$ cat src/include/slgw_pkg.sv
// slgw_pkg: register map, field positions, reset values and timing constants
// assumes a 200 MHz system clock and a 32-bit apb register bus
package slgw_pkg;

	// ************************************************************
	// register byte offsets
	// ************************************************************
	localparam logic [7:0] ADDR_GPIO_CFG   = 8'h00;
	localparam logic [7:0] ADDR_GPIO_DATA  = 8'h04;
	localparam logic [7:0] ADDR_WAKE_CFG   = 8'h08;
	localparam logic [7:0] ADDR_PWR_CTRL   = 8'h0C;
	localparam logic [7:0] ADDR_BYTE_TEST  = 8'h10;
	localparam logic [7:0] ADDR_IRQ_STATUS = 8'h14;
	localparam logic [7:0] ADDR_IRQ_MASK   = 8'h18;
	localparam logic [7:0] ADDR_LINK_STAT  = 8'h1C;

	// ************************************************************
	// field positions
	// ************************************************************
	// gpio_cfg: [2:0] output enable, [6:4] open-drain select, [10:8] led function
	localparam int GPIO_OE_LSB  = 0;
	localparam int GPIO_OD_LSB  = 4;
	localparam int GPIO_LED_LSB = 8;
	// wake_cfg
	localparam int WAKE_EN_BIT  = 0;
	localparam int WAKE_POL_BIT = 1;
	localparam int WAKE_OD_BIT  = 2;
	localparam int WAKE_CLR_BIT = 3;
	// pwr_ctrl
	localparam int PWR_SLEEP_BIT = 0;
	localparam int PWR_SOFT_RESET_CMD_BIT  = 1;
	// irq status bits
	localparam int IRQ_WAKE_BIT    = 0;
	localparam int IRQ_LINK_BIT    = 1;
	localparam int IRQ_WDROP_BIT   = 2;
	localparam int IRQ_W           = 3;
	// link status read
	localparam int LS_LINK_BIT   = 0;
	localparam int LS_SPD_BIT    = 1;
	localparam int LS_FDX_BIT    = 2;
	localparam int LS_ANEG_BIT   = 3;
	localparam int LS_XOVER_BIT  = 4;
	localparam int LS_ARMED_BIT  = 5;
	localparam int LS_ASLEEP_BIT = 6;

	localparam int GPIO_N = 3;
	localparam logic [31:0] BYTE_TEST_VALUE = 32'h87654321;
	localparam logic [31:0] REG_ZERO        = 32'h00000000;

	// ************************************************************
	// timing
	// ************************************************************
	localparam longint CLK_HZ        = 200000000;
	localparam longint LED_PULSE_MS  = 80;
	localparam longint LED_PULSE_CYC = (CLK_HZ * LED_PULSE_MS) / 1000;
	localparam int     LED_CNT_W     = 24;

	typedef enum logic [2:0] {
		SLGW_ACT_IDLE = 3'b001,
		SLGW_ACT_OFF  = 3'b010,
		SLGW_ACT_HOLD = 3'b100
	} slgw_act_e;

endpackage

$ cat src/include/slgw_led_if.sv
// slgw_led_if: carries link state into the activity blinker and its led level back
// assumes both ends run on the same system clock
`timescale 1ns/1ps
interface slgw_led_if;
	logic link_up;
	logic activity;
	logic led_off;
	modport ctrl (output link_up, output activity, input led_off);
	modport blink (input link_up, input activity, output led_off);
endinterface

$ cat src/verilog/slgw_blink.sv
// slgw_blink: link/activity blinker, 80 ms off then at least 80 ms on
// assumes activity is a level or pulse synchronous to clk_i
`timescale 1ns/1ps
module slgw_blink #(
	parameter logic [slgw_pkg::LED_CNT_W-1:0] PULSE_CYC = slgw_pkg::LED_CNT_W'(slgw_pkg::LED_PULSE_CYC)
) (
	input  wire logic clk_i,
	input  wire logic rst_i,
	input  wire logic ce_i,
	slgw_led_if.blink lnk
);
	slgw_pkg::slgw_act_e                state;
	logic [slgw_pkg::LED_CNT_W-1:0]     cnt;
	logic                               pend;
	logic                               done;

	assign done = (cnt == PULSE_CYC - slgw_pkg::LED_CNT_W'(1));

	// activity seen during the on-hold is remembered so it blinks afterward
	always_ff @(posedge clk_i) begin
		if (rst_i || !lnk.link_up) begin
			pend <= 1'b0;
		end else if (ce_i) begin
			if (state == slgw_pkg::SLGW_ACT_HOLD && lnk.activity) begin
				pend <= 1'b1;
			end else if (state != slgw_pkg::SLGW_ACT_HOLD) begin
				pend <= 1'b0;
			end
		end
	end

	always_ff @(posedge clk_i) begin
		if (rst_i || !lnk.link_up) begin
			state       <= slgw_pkg::SLGW_ACT_IDLE;
			cnt         <= '0;
			lnk.led_off <= 1'b0;
		end else if (ce_i) begin
			case (state)
				slgw_pkg::SLGW_ACT_IDLE: begin
					cnt <= '0;
					if (lnk.activity) begin
						state       <= slgw_pkg::SLGW_ACT_OFF; // RL14
						lnk.led_off <= 1'b1;
					end
				end
				slgw_pkg::SLGW_ACT_OFF: begin
					cnt <= cnt + slgw_pkg::LED_CNT_W'(1);
					if (done) begin
						state       <= slgw_pkg::SLGW_ACT_HOLD; // RL15
						lnk.led_off <= 1'b0;
						cnt         <= '0;
					end
				end
				slgw_pkg::SLGW_ACT_HOLD: begin
					cnt <= cnt + slgw_pkg::LED_CNT_W'(1);
					if (done) begin
						cnt <= '0;
						if (pend || lnk.activity) begin
							state       <= slgw_pkg::SLGW_ACT_OFF; // RL15
							lnk.led_off <= 1'b1;
						end else begin
							state <= slgw_pkg::SLGW_ACT_IDLE;
						end
					end
				end
				default: begin
					state       <= slgw_pkg::SLGW_ACT_IDLE;
					lnk.led_off <= 1'b0;
				end
			endcase
		end
	end
endmodule

$ cat src/verilog/slgw_top.sv
// slgw_top: status led, gpio, wake indicator and strap logic with an apb register file
// assumes link status inputs come from the phy on MCLK_I; pins are synchronised here
//
// The address map and the APB interface to the registers were left to the implementer.
`timescale 1ns/1ps
// Operation
// RL1: the reset input returns every flip-flop and register to its reset value.
// RL2: the host resets the device after power-up by the reset pin or the soft reset command.
// RL3: after a reset or sleep exit, writes are ignored until the first read.
// RL4: when enabled, a wake event asserts the wake indicator output.
// RL5: the wake indicator polarity and push-pull or open-drain drive are configurable.
// RL6: only a host write with select and strobe asserted leaves sleep; a wake event does not.
// RL7: in sleep, any host write wakes the device whatever its data.
// RL8: the host aims its waking write at the byte-order test register.
// RL9: crossover detection is on when the strap is high and off when it is low.
// RL10: each of the three gpio pins is push-pull output, open-drain output or input.
// RL11: a gpio pin in led function is always open-drain.
// RL12: the speed led is low at 100 Mb/s and high in negotiation, no link or 10 Mb/s.
// RL13: the link/activity led is low while a valid link is detected.
// RL14: activity with link up drives the link/activity led high for 80 ms.
// RL15: after each off pulse the led stays low at least 80 ms before another pulse.
// RL16: the duplex led is low in full duplex and high otherwise.
// RL17: in led function the led state overrides the gpio output data.
module slgw_top #(
	parameter logic [slgw_pkg::LED_CNT_W-1:0] LED_PULSE_CYC = slgw_pkg::LED_CNT_W'(slgw_pkg::LED_PULSE_CYC)
) (
	input  wire logic        MCLK_I,
	input  wire logic        RST_I,
	input  wire logic        CE_I,
	input  wire logic        PSEL_I,
	input  wire logic        PENABLE_I,
	input  wire logic        PWRITE_I,
	input  wire logic [7:0]  PADDR_I,
	input  wire logic [31:0] PWDATA_I,
	output logic      [31:0] PRDATA_O,
	output logic             PREADY_O,
	output logic             PSLVERR_O,
	input  wire logic        LINK_UP_I,
	input  wire logic        SPEED_100_I,
	input  wire logic        FULL_DUPLEX_I,
	input  wire logic        ANEG_BUSY_I,
	input  wire logic        ACTIVITY_I,
	input  wire logic        WAKE_EVENT_I,
	input  wire logic        CROSSOVER_AUTO_STRAP_I,
	input  wire logic [2:0]  GPIO_IN_I,
	output logic      [2:0]  GPIO_OUT_O,
	output logic      [2:0]  GPIO_OE_O,
	output logic             WAKE_INDICATOR_OUT_O,
	output logic             WAKE_INDICATOR_OE_O,
	output logic             CROSSOVER_AUTO_EN_O,
	output logic             IRQ_O
);
	// ************************************************************
	// pin synchronisers
	// ************************************************************
	logic [4:0] meta;
	logic [4:0] sync;
	logic [2:0] gpio_meta;
	logic [2:0] gpio_sync;
	logic       strap_sync;
	logic       wake_sync;
	logic       wake_prev;

	// a raw pin may be pulled by the internal pull-up, so it is treated as asynchronous
	always_ff @(posedge MCLK_I) begin
		if (RST_I) begin
			meta      <= 5'h00;
			sync      <= 5'h00;
			gpio_meta <= 3'h0;
			gpio_sync <= 3'h0;
		end else if (CE_I) begin
			meta      <= {WAKE_EVENT_I, ACTIVITY_I, CROSSOVER_AUTO_STRAP_I, FULL_DUPLEX_I, SPEED_100_I};
			sync      <= meta;
			gpio_meta <= GPIO_IN_I;
			gpio_sync <= gpio_meta;
		end
	end
	assign strap_sync = sync[2];
	assign wake_sync  = sync[4];

	// ************************************************************
	// registers
	// ************************************************************
	logic [10:0]              gpio_cfg;
	logic [2:0]               gpio_data;
	logic [3:0]               wake_cfg;
	logic                     asleep;
	logic                     write_armed;
	logic [slgw_pkg::IRQ_W-1:0] irq_status;
	logic [slgw_pkg::IRQ_W-1:0] irq_mask;
	logic                     wake_latched;
	logic                     link_prev;
	logic                     soft_rst;
	logic                     rst_all;

	logic setup;
	logic wr;
	logic rd;
	logic wr_ok;
	logic wr_dropped;
	logic wake_rise;
	logic link_chg;
	logic [slgw_pkg::IRQ_W-1:0] irq_set;
	logic [slgw_pkg::IRQ_W-1:0] irq_clr;

	function automatic logic hit(input logic [7:0] a, input logic [7:0] off);
		hit = (a == off);
	endfunction

	function automatic logic mapped(input logic [7:0] a);
		mapped = hit(a, slgw_pkg::ADDR_GPIO_CFG) || hit(a, slgw_pkg::ADDR_GPIO_DATA) ||
		         hit(a, slgw_pkg::ADDR_WAKE_CFG) || hit(a, slgw_pkg::ADDR_PWR_CTRL) ||
		         hit(a, slgw_pkg::ADDR_BYTE_TEST) || hit(a, slgw_pkg::ADDR_IRQ_STATUS) ||
		         hit(a, slgw_pkg::ADDR_IRQ_MASK) || hit(a, slgw_pkg::ADDR_LINK_STAT);
	endfunction

	// soft reset acts like the pin reset one cycle later, except that it leaves the pin synchronisers running
	assign rst_all = RST_I || soft_rst; // RL1 RL2

	// apb: setup cycle, then a one-cycle access phase answered at once
	assign setup = PSEL_I && !PENABLE_I;
	assign wr    = PSEL_I && PENABLE_I && PWRITE_I && PREADY_O && CE_I;
	assign rd    = PSEL_I && PENABLE_I && !PWRITE_I && PREADY_O && CE_I;
	// a write in sleep is still honoured for waking, but stores nothing until read
	assign wr_ok      = wr && write_armed && !asleep; // RL3
	assign wr_dropped = wr && !wr_ok;
	assign wake_rise  = wake_sync && !wake_prev;
	assign link_chg   = LINK_UP_I != link_prev;
	assign irq_set    = {wr_dropped, link_chg, wake_rise};
	assign irq_clr    = (wr_ok && hit(PADDR_I, slgw_pkg::ADDR_IRQ_STATUS)) ?
	                    PWDATA_I[slgw_pkg::IRQ_W-1:0] : '0;

	always_ff @(posedge MCLK_I) begin
		if (rst_all) begin
			PREADY_O <= 1'b0;
		end else if (CE_I) begin
			PREADY_O <= setup;
		end
	end

	always_ff @(posedge MCLK_I) begin
		if (rst_all) begin
			PRDATA_O  <= slgw_pkg::REG_ZERO;
			PSLVERR_O <= 1'b0;
		end else if (CE_I && setup) begin
			PSLVERR_O <= !mapped(PADDR_I);
			case (PADDR_I)
				slgw_pkg::ADDR_GPIO_CFG:   PRDATA_O <= {21'h000000, gpio_cfg};
				slgw_pkg::ADDR_GPIO_DATA:  PRDATA_O <= {29'h00000000, gpio_sync};
				slgw_pkg::ADDR_WAKE_CFG:   PRDATA_O <= {28'h0000000, wake_cfg};
				slgw_pkg::ADDR_PWR_CTRL:   PRDATA_O <= {31'h00000000, asleep};
				slgw_pkg::ADDR_BYTE_TEST:  PRDATA_O <= slgw_pkg::BYTE_TEST_VALUE;
				slgw_pkg::ADDR_IRQ_STATUS: PRDATA_O <= {29'h00000000, irq_status};
				slgw_pkg::ADDR_IRQ_MASK:   PRDATA_O <= {29'h00000000, irq_mask};
				slgw_pkg::ADDR_LINK_STAT:  PRDATA_O <= {25'h0000000, asleep, write_armed, strap_sync,
				                                         ANEG_BUSY_I, sync[1], sync[0], LINK_UP_I};
				default:                   PRDATA_O <= slgw_pkg::REG_ZERO;
			endcase
		end
	end

	// writes stay blocked after reset and after sleep exit until a read completes
	always_ff @(posedge MCLK_I) begin
		if (rst_all) begin
			write_armed <= 1'b0; // RL3
		end else if (CE_I) begin
			if (rd) begin
				write_armed <= 1'b1; // RL3
			end else if (asleep && wr) begin
				write_armed <= 1'b0; // RL3
			end
		end
	end

	// only a write cycle leaves sleep; the wake event never does
	always_ff @(posedge MCLK_I) begin
		if (rst_all) begin
			asleep <= 1'b0;
		end else if (CE_I) begin
			if (asleep && wr) begin
				asleep <= 1'b0; // RL6 RL7
			end else if (wr_ok && hit(PADDR_I, slgw_pkg::ADDR_PWR_CTRL)) begin
				asleep <= PWDATA_I[slgw_pkg::PWR_SLEEP_BIT];
			end
		end
	end

	always_ff @(posedge MCLK_I) begin
		if (RST_I) begin
			soft_rst <= 1'b0;
		end else if (CE_I) begin
			soft_rst <= wr_ok && hit(PADDR_I, slgw_pkg::ADDR_PWR_CTRL) && PWDATA_I[slgw_pkg::PWR_SOFT_RESET_CMD_BIT]; // RL2
		end
	end

	always_ff @(posedge MCLK_I) begin
		if (rst_all) begin
			gpio_cfg  <= 11'h000;
			gpio_data <= 3'h0;
			wake_cfg  <= 4'h0;
			irq_mask  <= '0;
		end else if (CE_I && wr_ok) begin
			if (hit(PADDR_I, slgw_pkg::ADDR_GPIO_CFG)) begin
				gpio_cfg <= PWDATA_I[10:0]; // RL10
			end
			if (hit(PADDR_I, slgw_pkg::ADDR_GPIO_DATA)) begin
				gpio_data <= PWDATA_I[2:0];
			end
			if (hit(PADDR_I, slgw_pkg::ADDR_WAKE_CFG)) begin
				wake_cfg <= {1'b0, PWDATA_I[2:0]}; // RL5
			end
			if (hit(PADDR_I, slgw_pkg::ADDR_IRQ_MASK)) begin
				irq_mask <= PWDATA_I[slgw_pkg::IRQ_W-1:0];
			end
		end
	end

	// ************************************************************
	// events and interrupt
	// ************************************************************
	always_ff @(posedge MCLK_I) begin
		if (rst_all) begin
			wake_prev  <= 1'b0;
			link_prev  <= 1'b0;
			irq_status <= '0;
			IRQ_O      <= 1'b0;
		end else if (CE_I) begin
			wake_prev  <= wake_sync;
			link_prev  <= LINK_UP_I;
			// set wins over a write-one-to-clear in the same cycle
			irq_status <= (irq_status & ~irq_clr) | irq_set;
			IRQ_O      <= |(irq_status & irq_mask);
		end
	end

	// wake indicator holds until software writes the clear bit
	always_ff @(posedge MCLK_I) begin
		if (rst_all) begin
			wake_latched <= 1'b0;
		end else if (CE_I) begin
			if (wake_rise && wake_cfg[slgw_pkg::WAKE_EN_BIT]) begin
				wake_latched <= 1'b1; // RL4
			end else if (wr_ok && hit(PADDR_I, slgw_pkg::ADDR_WAKE_CFG) && PWDATA_I[slgw_pkg::WAKE_CLR_BIT]) begin
				wake_latched <= 1'b0;
			end
		end
	end

	always_ff @(posedge MCLK_I) begin
		if (rst_all) begin
			WAKE_INDICATOR_OUT_O <= 1'b0;
			WAKE_INDICATOR_OE_O  <= 1'b0;
		end else if (CE_I) begin
			if (wake_cfg[slgw_pkg::WAKE_OD_BIT]) begin
				// open-drain pulls low whenever the indicator level is low, i.e. wake_latched differs from the polarity bit
				WAKE_INDICATOR_OUT_O <= 1'b0; // RL5
				WAKE_INDICATOR_OE_O  <= wake_latched != wake_cfg[slgw_pkg::WAKE_POL_BIT];
			end else begin
				WAKE_INDICATOR_OUT_O <= wake_latched == wake_cfg[slgw_pkg::WAKE_POL_BIT]; // RL5
				WAKE_INDICATOR_OE_O  <= 1'b1;
			end
		end
	end

	always_ff @(posedge MCLK_I) begin
		if (rst_all) begin
			CROSSOVER_AUTO_EN_O <= 1'b0;
		end else if (CE_I) begin
			CROSSOVER_AUTO_EN_O <= strap_sync; // RL9
		end
	end

	// ************************************************************
	// leds and gpio pins
	// ************************************************************
	slgw_led_if lnk ();
	assign lnk.link_up  = LINK_UP_I;
	assign lnk.activity = sync[3];

	slgw_blink #(
		.PULSE_CYC (LED_PULSE_CYC)
	) u_blink (
		.clk_i (MCLK_I),
		.rst_i (rst_all),
		.ce_i  (CE_I),
		.lnk   (lnk)
	);

	logic [2:0] led_n;
	always_comb begin
		led_n[0] = !(LINK_UP_I && !ANEG_BUSY_I && sync[0]); // RL12
		led_n[1] = !LINK_UP_I || lnk.led_off;              // RL13 RL14
		led_n[2] = !(LINK_UP_I && sync[1]);                // RL16
	end

	always_ff @(posedge MCLK_I) begin
		if (rst_all) begin
			GPIO_OUT_O <= 3'h0;
			GPIO_OE_O  <= 3'h0;
		end else if (CE_I) begin
			for (int i = 0; i < slgw_pkg::GPIO_N; i++) begin
				if (gpio_cfg[slgw_pkg::GPIO_LED_LSB + i]) begin
					GPIO_OUT_O[i] <= 1'b0;      // RL11 RL17
					GPIO_OE_O[i]  <= !led_n[i]; // RL11 RL17
				end else if (!gpio_cfg[slgw_pkg::GPIO_OE_LSB + i]) begin
					GPIO_OUT_O[i] <= 1'b0;      // RL10
					GPIO_OE_O[i]  <= 1'b0;
				end else if (gpio_cfg[slgw_pkg::GPIO_OD_LSB + i]) begin
					GPIO_OUT_O[i] <= 1'b0;      // RL10
					GPIO_OE_O[i]  <= !gpio_data[i];
				end else begin
					GPIO_OUT_O[i] <= gpio_data[i]; // RL10
					GPIO_OE_O[i]  <= 1'b1;
				end
			end
		end
	end
endmodule
$ cat config.mk
export PLATFORM = sky130hd
export DESIGN_NAME = slgw_top
export DESIGN_NICKNAME = d
export VERILOG_FILES = /design/src/include/slgw_pkg.sv /design/src/include/slgw_led_if.sv /design/src/verilog/slgw_blink.sv /design/src/verilog/slgw_top.sv
export SDC_FILE = /design/constraint.sdc
export NUM_CORES = 1
export LEC_CHECK = 0
export BUFFER_PORTS_ARGS = -buffer_cell sky130_fd_sc_hd__clkbuf_2
export CAP_MARGIN = 5
export CORE_ASPECT_RATIO = 0.75
export CORE_MARGIN = 2
export CORE_UTILIZATION = 45
export CTS_BUF_LIST = sky130_fd_sc_hd__clkbuf_8
export CTS_CLUSTER_SIZE = 12
export DETAILED_ROUTE_END_ITERATION = 6
export GPL_TIMING_DRIVEN = 1
export PLACE_DENSITY = 0.71
export SLEW_MARGIN = 20
export SYNTH_ARGS = -nofsm -noshare
export SYNTH_HDL_FRONTEND = slang
export SYNTH_SLANG_ARGS = --single-unit
$ cat constraint.sdc
create_clock -name MCLK_I -period 2 [get_ports MCLK_I]
set_input_delay 0.2 -clock MCLK_I [delete_from_list [all_inputs] [get_ports MCLK_I]]
set_output_delay 0.2 -clock MCLK_I [all_outputs]
set_load 0.005 [all_outputs]
# --- Word-level counts from Yosys, hierarchy flattened ---
# Index checks and enable logic that the tools add are counted.
word_totals:
  out_inout_bits: 44
  in_bits: 56
  ff_bits: 118
  wordCells: 161
classes:
  reduce_logical: 67
  n_mux: 42
  n_eq_ne: 19
  n_bitwise: 4
  add_sub_neg: 1
op_table:
  columns: ["operator", "n"]
  rows:
  - ["$pmux W32 S8", 1]
  - ["$pmux W24 S2", 1]
  - ["$eq A8 B5 Y1 const B", 4]
  - ["$mux W1", 32]
  - ["$logic_and A1 B1 Y1", 25]
  - ["$add A24 B1 Y24 const B", 1]
  - ["$eq A24 B24 Y1 const B", 1]
  - ["$mux W24", 1]
  - ["$reduce_and A2 Y1", 9]
  - ["$eq A8 B4 Y1 const B", 2]
  - ["$logic_not A1 Y1", 12]
  - ["$mux W3", 4]
  - ["$logic_or A1 B1 Y1", 11]
  - ["$reduce_bool A2 Y1", 5]
  - ["$pmux W3 S3", 1]
  - ["$eq A8 B3 Y1 const B", 1]
  - ["$logic_not A8 Y1", 1]
  - ["$and A3 B3 Y3", 2]
  - ["$reduce_and A5 Y1", 1]
  - ["$ne A2 B1 Y1 const B", 2]
  - ["$ne A2 B2 Y1 const B", 2]
  - ["$reduce_and A4 Y1", 1]
  - ["$eq A3 B1 Y1 const B", 1]
  - ["$eq A3 B2 Y1 const B", 1]
  - ["other kinds (10)", 11]

# --- Depth between registers and ports, before layout ---
# Gate-level depths: netlist of run 1.
depth:
  word_depth: 11
  depth_mapped: 7

# --- Cells and area by module ---
# A second synthesis of run 1 with hierarchy kept.
unflattened:
  cells_unflattened: 572
  hier_area_um2: 4953.5
by_module_without_submodules:
  columns: ["mod", "area_per_inst_um2", "instances", "cells_each"]
  rows:
  - ["slgw_top", 3214.3, 1, 360]
  - ["slgw_blink", 1739.2, 1, 212]

# --- Worst setup path before layout of run 1 ---
# Ideal clock, no wire load.
synth_path:
  path_kind: "reg-to-reg"
  startpoint: "register u_blink.cnt[18] (netlist name)"
  endpoint: "register u_blink.state[1]"
  path_buffers: 0
  slack_ps: 112
  t_arrival_ps: 1818
  path_stages_with_launch: 6
  path_cell_list: "dfxtp_1 nand2_1 or4_1 o31a_1 or4b_1 a21oi_1"
synth_via:
  elab_chain_len: 3
synth_rtl:
  columns: ["element", "line_no", "source"]
  rows:
  - ["start: declaration", "slgw_blink.sv:13", "logic [slgw_pkg::LED_CNT_W-1:0] cnt;"]
  - ["start signal: assignment", "slgw_blink.sv:47", "cnt <= cnt + slgw_pkg::LED_CNT_W'(1);"]
  - ["start signal: assignment", "slgw_blink.sv:55", "cnt <= cnt + slgw_pkg::LED_CNT_W'(1);"]
  - ["$eq A24 B24 Y1 (*)", "slgw_blink.sv:17", "assign done = (cnt == PULSE_CYC - slgw_pkg::LED_CNT_W'(1));"]
  - ["$ne A2 B1 Y1 (no line)", null, null]
  - ["$reduce_and A4 Y1 (no line) (*)", null, null]
  - ["end signal: assignment", "slgw_blink.sv:34", "state <= slgw_pkg::SLGW_ACT_IDLE;"]
  - ["end signal: assignment", "slgw_blink.sv:42", "state <= slgw_pkg::SLGW_ACT_OFF;"]
  - ["end signal: assignment", "slgw_blink.sv:49", "state <= slgw_pkg::SLGW_ACT_HOLD;"]
  - ["end: declaration", "slgw_blink.sv:12", "slgw_pkg::slgw_act_e state;"]
# Every way passes the cells marked *; elsewhere a longest branch is shown, timed or not.
# A chain may end at the register's enable or synchronous reset.

# --- Worst setup path in the final report of run 1 ---
layout_path:
  startpoint: "register u_blink.cnt[8] (netlist name)"
  endpoint: "register u_blink.cnt[21] (netlist name)"
layout_via:
  elab_chain_len: 3
layout_rtl:
  columns: ["element", "line_no", "source"]
  rows:
  - ["$add A24 B1 Y24 / $eq A24 B24 Y1 (equally long branches)", "slgw_blink.sv:47, slgw_blink.sv:55, slgw_blink.sv:17", null]
  - ["$mux W24 (*)", "slgw_blink.sv:48, slgw_blink.sv:56", null]
  - ["$pmux W24 S2 (*)", "slgw_blink.sv:38", "case (state)"]
# Marked as above.

==> results of run 1 <==
[layout make-up]
class                      count  area [sq um]  area share [%]
inverter                       3         11.26          0.2087
multi-input combinational    393          2385           44.20
timing repair buffer         107         650.6           12.06
sequential                    98          1967           36.46
clock buffer                  10         137.6           2.551
tap                          132         165.2           3.061
clock inverter                 6         78.83           1.461
[cells in the final DEF (no fill, tap or decap), drive strengths merged, types with 6 or more instances in the layout]
| master | count |
|---|---|
| mux2i | 36 |
| nor2 | 87 |
| xnor2 | 15 |
| clkbuf | 76 |
| nand2 | 39 |
| a22oi | 8 |
| conb | 12 |
| nand3 | 18 |
| xor2 | 6 |
| nor3 | 15 |
| dfxtp | 98 |
| nor2b | 7 |
| nand4 | 9 |
| a31oi | 6 |
| buf | 41 |
| inv | 8 |
| a21oi | 24 |
| nor4 | 10 |
| o21ai | 26 |
[routing by layer]
metal	part of all wire (%)	GRT usage, %
met4	1.3	6.202
met3	7.4	4.711
met5	0	0
met1	48	31.80
met2	43	29.80
[registers in the layout, summed over array words and instances (netlist names), 5 cells and up]
| signal | flops |
|---|---|
| meta | 5 |
| sync | 5 |
| PRDATA_O | 12 |
| u_blink.cnt | 24 |
| gpio_cfg | 11 |
[through the flow]
step                      area [sq um]  utilization [%]
after floorplan                   4612                -
after global routing              5395            55.20
after detailed placement          5146            52.65
final                             5395            55.20
after global placement            5146            52.65
after CTS                         5363            54.86
[critical path: stages, from the launching register on]
cell and delay [ps]:
dfxtp_1 360, nand4_1 190, or4_1 710, nor4_1 330
xnor2_1 170, nor2_1 60
[power groups by stage]
stage / logic [uW] / registers, uW / clock network, uW
2_1_floorplan: 159 / 2040 / 0
3_3_place_gp: 242 / 2040 / 0
3_5_place_dp: 245 / 2040 / 0
4_1_cts: 246 / 2000 / 1420
5_1_grt: 274 / 2000 / 1500
6_report: 248 / 2000 / 1380
[final timing paths]
kind                                        end           start  slack (ps)
worst min register to register      PRDATA_O[7]     PRDATA_O[7]         460
worst max-delay path            u_blink.cnt[21]  u_blink.cnt[8]          70
worst min-delay path                   soft_rst           RST_I          50
worst max register to register  u_blink.cnt[21]  u_blink.cnt[8]          70
[Yosys cell counts (4+ instances only)]
cell / n / area [sq um]
a22o_1: 4 / 35.03
dfxtp_1: 98 / 1962
nand2b_1: 5 / 31.28
a31oi_1: 6 / 37.54
or4_1: 4 / 30.03
buf_2: 7 / 35.03
nand4_1: 9 / 56.30
o21ai_0: 25 / 125.1
nor2b_1: 7 / 43.79
nand4b_1: 4 / 35.03
nor4_1: 10 / 62.56
nor3_1: 14 / 70.07
xor2_1: 6 / 52.55
nor2_1: 87 / 326.6
and4_1: 4 / 35.03
a22oi_1: 8 / 60.06
xnor2_1: 15 / 131.4
buf_4: 20 / 150.1
nand3b_1: 5 / 37.54
mux2i_1: 36 / 360.4
nand2_1: 39 / 146.4
clkbuf_1: 24 / 90.09
nand3_1: 18 / 90.09
a21oi_1: 24 / 120.1
[cells by family after synthesis]
kind of cell	count (synthesis)	synth area share, %
adder cells (fa/ha/maj)	1	0.2737
multiplexers	37	8.130
XOR/XNOR	21	4.024
other	1	0.08205
flip-flops	98	42.92
AO/OA/AOI/OAI	98	13.80
AND/OR/NAND/NOR	224	24.23
buffers and inverters	57	6.542
==> run metrics, run 1 <==
status completed; Top-Level Pins 100; DP Wirelength 8.520 mm; vias in the first global route 3,720; Synth cell types 58; H-tree depth 3; final hold viol count 0; GP Congestion 0.9003; setup_tns 0 ps; Crit Path Class flip-flop to flip-flop; Seq/Total Area, Yosys 42.92%; global route total overflow 0; Switching Share 24.94%; Total Power 3627 uW; Die W 120.4 um; hold slack 51.97 ps; vias post-DR 4,145; antenna-violating nets left 0; dominant synthesized flop cell dfxtp_1; worst hold path class input port to flip-flop; total routed wirelength 11.48 mm; fmax 518.9 MHz; Final WS setup 72.91 ps; DR iter-0 viols 388; drt drc 0; mapped cell area 4571 sq um; aggregate global-route resource usage 21.10%; CTS tree yes; maximum root-to-sink buffer count 2; P_int 2722 uW; Clock transition at path regs 100 ps; Final #Nets 669; Finish-stage setup viols 0; clock power share 38.1%; R2R depth 5; antenna fix cells 0; post-CTS setup buffer count 0; crit share post-route 96.35%; crit path DAT 2190 ps; Placed Cells incl. Taps 733; worst hold stages 2; fraction of final layout cells sized beyond drive strength 1 23.34%; die area 10,990 sq um; clk_lat worst skew 370 ps; Synth Warn # 0; Synth Area per Inst 8.511 sq um; cell area power density 672.2 nW/um^2; minimum clock period 1927 ps; Starting Density 46.76%; first-pass GRT wire length 18.62 mm; Slew Limit Fails 0; FP Rows 31; vias per cell 5.534; TritonCTS Buffers 9; Async S/R FF share, synth 0%; critical path endpoint category flip-flop; actual slew at the worst max-slew pin 823.9 ps; slew margin rel. 45.07%; Synth Instances 537; VDD IR-drop max 0.0005222 V; CTS sink count 98; combinational share of power 6.8%; wire length per cell 15.33 um; Worst EP required 2260 ps; Die H 91.28 um; Synth Register Bits 98; Reg power frac 55.1%; post-CTS sizing 0; cts hold-fix bufs 0; number of fillers in the final layout 914; crit start category flip-flop; Core Region 9774 sq um; crit-path max FO 6; First-pass DRT Iterations 5; pre-CTS setup slack 44.35 ps; area grow syn2layout 18.04%; clock tree root driver cell clkbuf_8; fin cells 749; Static Leak 0.002060 uW; final clock skew 11.58 ps; P_sw 904.3 uW; largest net degree at the start of global routing 43; total of max-cap violations 0; EDFF count, synth 0; Port-buffer cells 66; initial antenna violation count 0
Note: power is estimated with default switching activity, not from simulation.
==> run 2: changes to the inputs <==
==> constraint.sdc (replaced) <==
create_clock -name MCLK_I -period 2 [get_ports MCLK_I]
set_input_delay 0.4 -clock MCLK_I [delete_from_list [all_inputs] [get_ports MCLK_I]]
set_output_delay 0.4 -clock MCLK_I [all_outputs]
set_load 0.005 [all_outputs]
==> run 2 against run 1 <==
  * Via count is 0.36% higher
  * Hold slack better by 210 ps
  * Fmax increased by 0.90%
  * Critical path depth rose by 1
  * Setup slack gained 17 ps
  * Flip-flop and latch count is the same
==> run metrics, run 2 (same netlist as run 1, synthesis figures left out) <==
crit share post-route 95.50%; DP Wirelength 8.613 mm; pre-CTS setup slack -44.06 ps; VDD IR-drop max 0.0003546 V; final clock skew 15.46 ps; H-tree depth 3; number of buffer and inverter stages on the critical path 0; Port-buffer cells 66; status completed; Top Registers u_blink.cnt x24, PRDATA_O x12, gpio_cfg x11; Final #Nets 677; setup_tns 0 ps; post-CTS setup buffer count 0; fraction of final layout cells sized beyond drive strength 1 25.44%; fin cells 757; initial antenna violation count 0; Crit Path Class flip-flop to flip-flop; global route total overflow 0; Static Leak 0.002117 uW; crit-path max FO 4; Clock transition at path regs 100 ps; Final WS setup 90.03 ps; largest net degree at the start of global routing 43; crit path DAT 2230 ps; clock tree root driver cell clkbuf_8; slew margin rel. 46.42%; Slew Limit Fails 0; cts hold-fix bufs 0; Top-Level Pins 100; Die W 120.4 um; aggregate global-route resource usage 21.46%; FP Rows 31; DRT met1 WL 5.687 mm; CP cell instances ha_2 -> and4_4 -> nand2b_4 -> o31a_1 -> or4b_1 -> a21oi_1; CTS tree yes; RSZ-0062 raised after global routing false; critical path endpoint category flip-flop; First-pass DRT Iterations 6; most common cell after layout, fill and taps aside dfxtp_1; wire length per cell 15.39 um; Top reg by flops u_blink.cnt; minimum clock period 1910 ps; total of max-cap violations 0; actual slew at the worst max-slew pin 803.7 ps; cell area power density 658.1 nW/um^2; crit start category flip-flop; vias post-DR 4,160; maximum root-to-sink buffer count 2; met2 WL 5.096 mm; antenna-violating nets left 0; TritonCTS Buffers 9; first-pass GRT wire length 18.80 mm; vias in the first global route 3,790; met3 WL 742 um; Top Layer Used met4; drt drc 0; hold slack 259.0 ps; area grow syn2layout 19.85%; DR iter-0 viols 244; fmax 523.6 MHz; final hold viol count 0; die area 10,990 sq um; Placed Cells incl. Taps 741; Starting Density 46.76%; antenna fix cells 0; vias per cell 5.495; Worst EP required 2320 ps; Finish-stage setup viols 0; worst hold path class input port to flip-flop; CP max stage cell or4b_1; most frequent cells in the layout dfxtp_1 (95), nor2_1 (87), clkbuf_2 (66); Top Family by Delay on Critical Path simple AND/OR/NAND/NOR gates; Die H 91.28 um; CTS sink count 98; clk_lat worst skew 380 ps; total routed wirelength 11.65 mm; flip-flop count of the largest register after layout 24; GP Congestion 0.9173; Core Region 9774 sq um; slowest stage delay, CP 510 ps
[run 2: changes by cell type in the layout (fill, tap and decap cells not counted), moves of 2 or more]
| cell | previous run | this run |
|---|---|---|
| buf_4 | 40 | 49 |
| clkinv_4 | 0 | 2 |
| inv_6 | 3 | 1 |
| inv_8 | 2 | 0 |
| nor4_1 | 8 | 6 |
| or4_1 | 4 | 1 |
| or4_4 | 0 | 3 |
[run 2: power by group]
| part | internal [uW] | total, uW | leakage (uW) | switching (uW) |
|---|---|---|---|---|
| sequential | 1980 | 2000 | 0.000795 | 19.6 |
| combinational | 104 | 255 | 0.00121 | 151 |
| clock | 653 | 1350 | 0.000110 | 698 |
[run 2: worst paths after layout]
kind                      end  cells past startpoint           start  slack, ps
min reg2reg      PRDATA_O[10]                      2    PRDATA_O[10]        460
min               gpio_cfg[4]                      3     PWDATA_I[4]        260
max reg2reg  u_blink.state[1]                      6  u_blink.cnt[0]         90
max          u_blink.state[1]                      6  u_blink.cnt[0]         90
[run 2: layout make-up]
| cell class | instances | area [sq um] |
|---|---|---|
| inverters | 3 | 11.26 |
| well taps | 132 | 165.2 |
| multi-input cells | 393 | 2425 |
| clock buffers | 11 | 151.4 |
| repair buffers | 115 | 698.2 |
| clock inverters | 5 | 61.31 |
| fillers | 916 | 4297 |
| flip-flops and latches | 98 | 1966 |
[run 2: per-layer routing]
metal  GRT usage, %  up-vias
met1          31.18     1978
met4          5.814        0
met3          5.088       14
li1               -     2035
met5              0        -
met2          31.69      133
[run 2: per-stage QoR]
stage / util (%) / power [uW] / instance area, sq um
after global routing: 56.04 / 3741 / 5478
after detailed placement: 53.14 / 2293 / 5194
after floorplan: - / 2196 / 4612
after global placement: 53.14 / 2287 / 5194
final: 56.04 / 3605 / 5478
after CTS: 55.35 / 3633 / 5410
[run 2: what timing repair did]
item | in CTS | in global routing
pin swaps | 0 | 3
endpoints found under the setup margin | 1 | 20
gates resized for setup | 1 | 17
hold endpoints to repair | 0 | 0
[run 2: worst min-delay path, stage by stage]
cell	delay, ps
clkbuf_2	70
mux2i_1	50
nor2_1	80
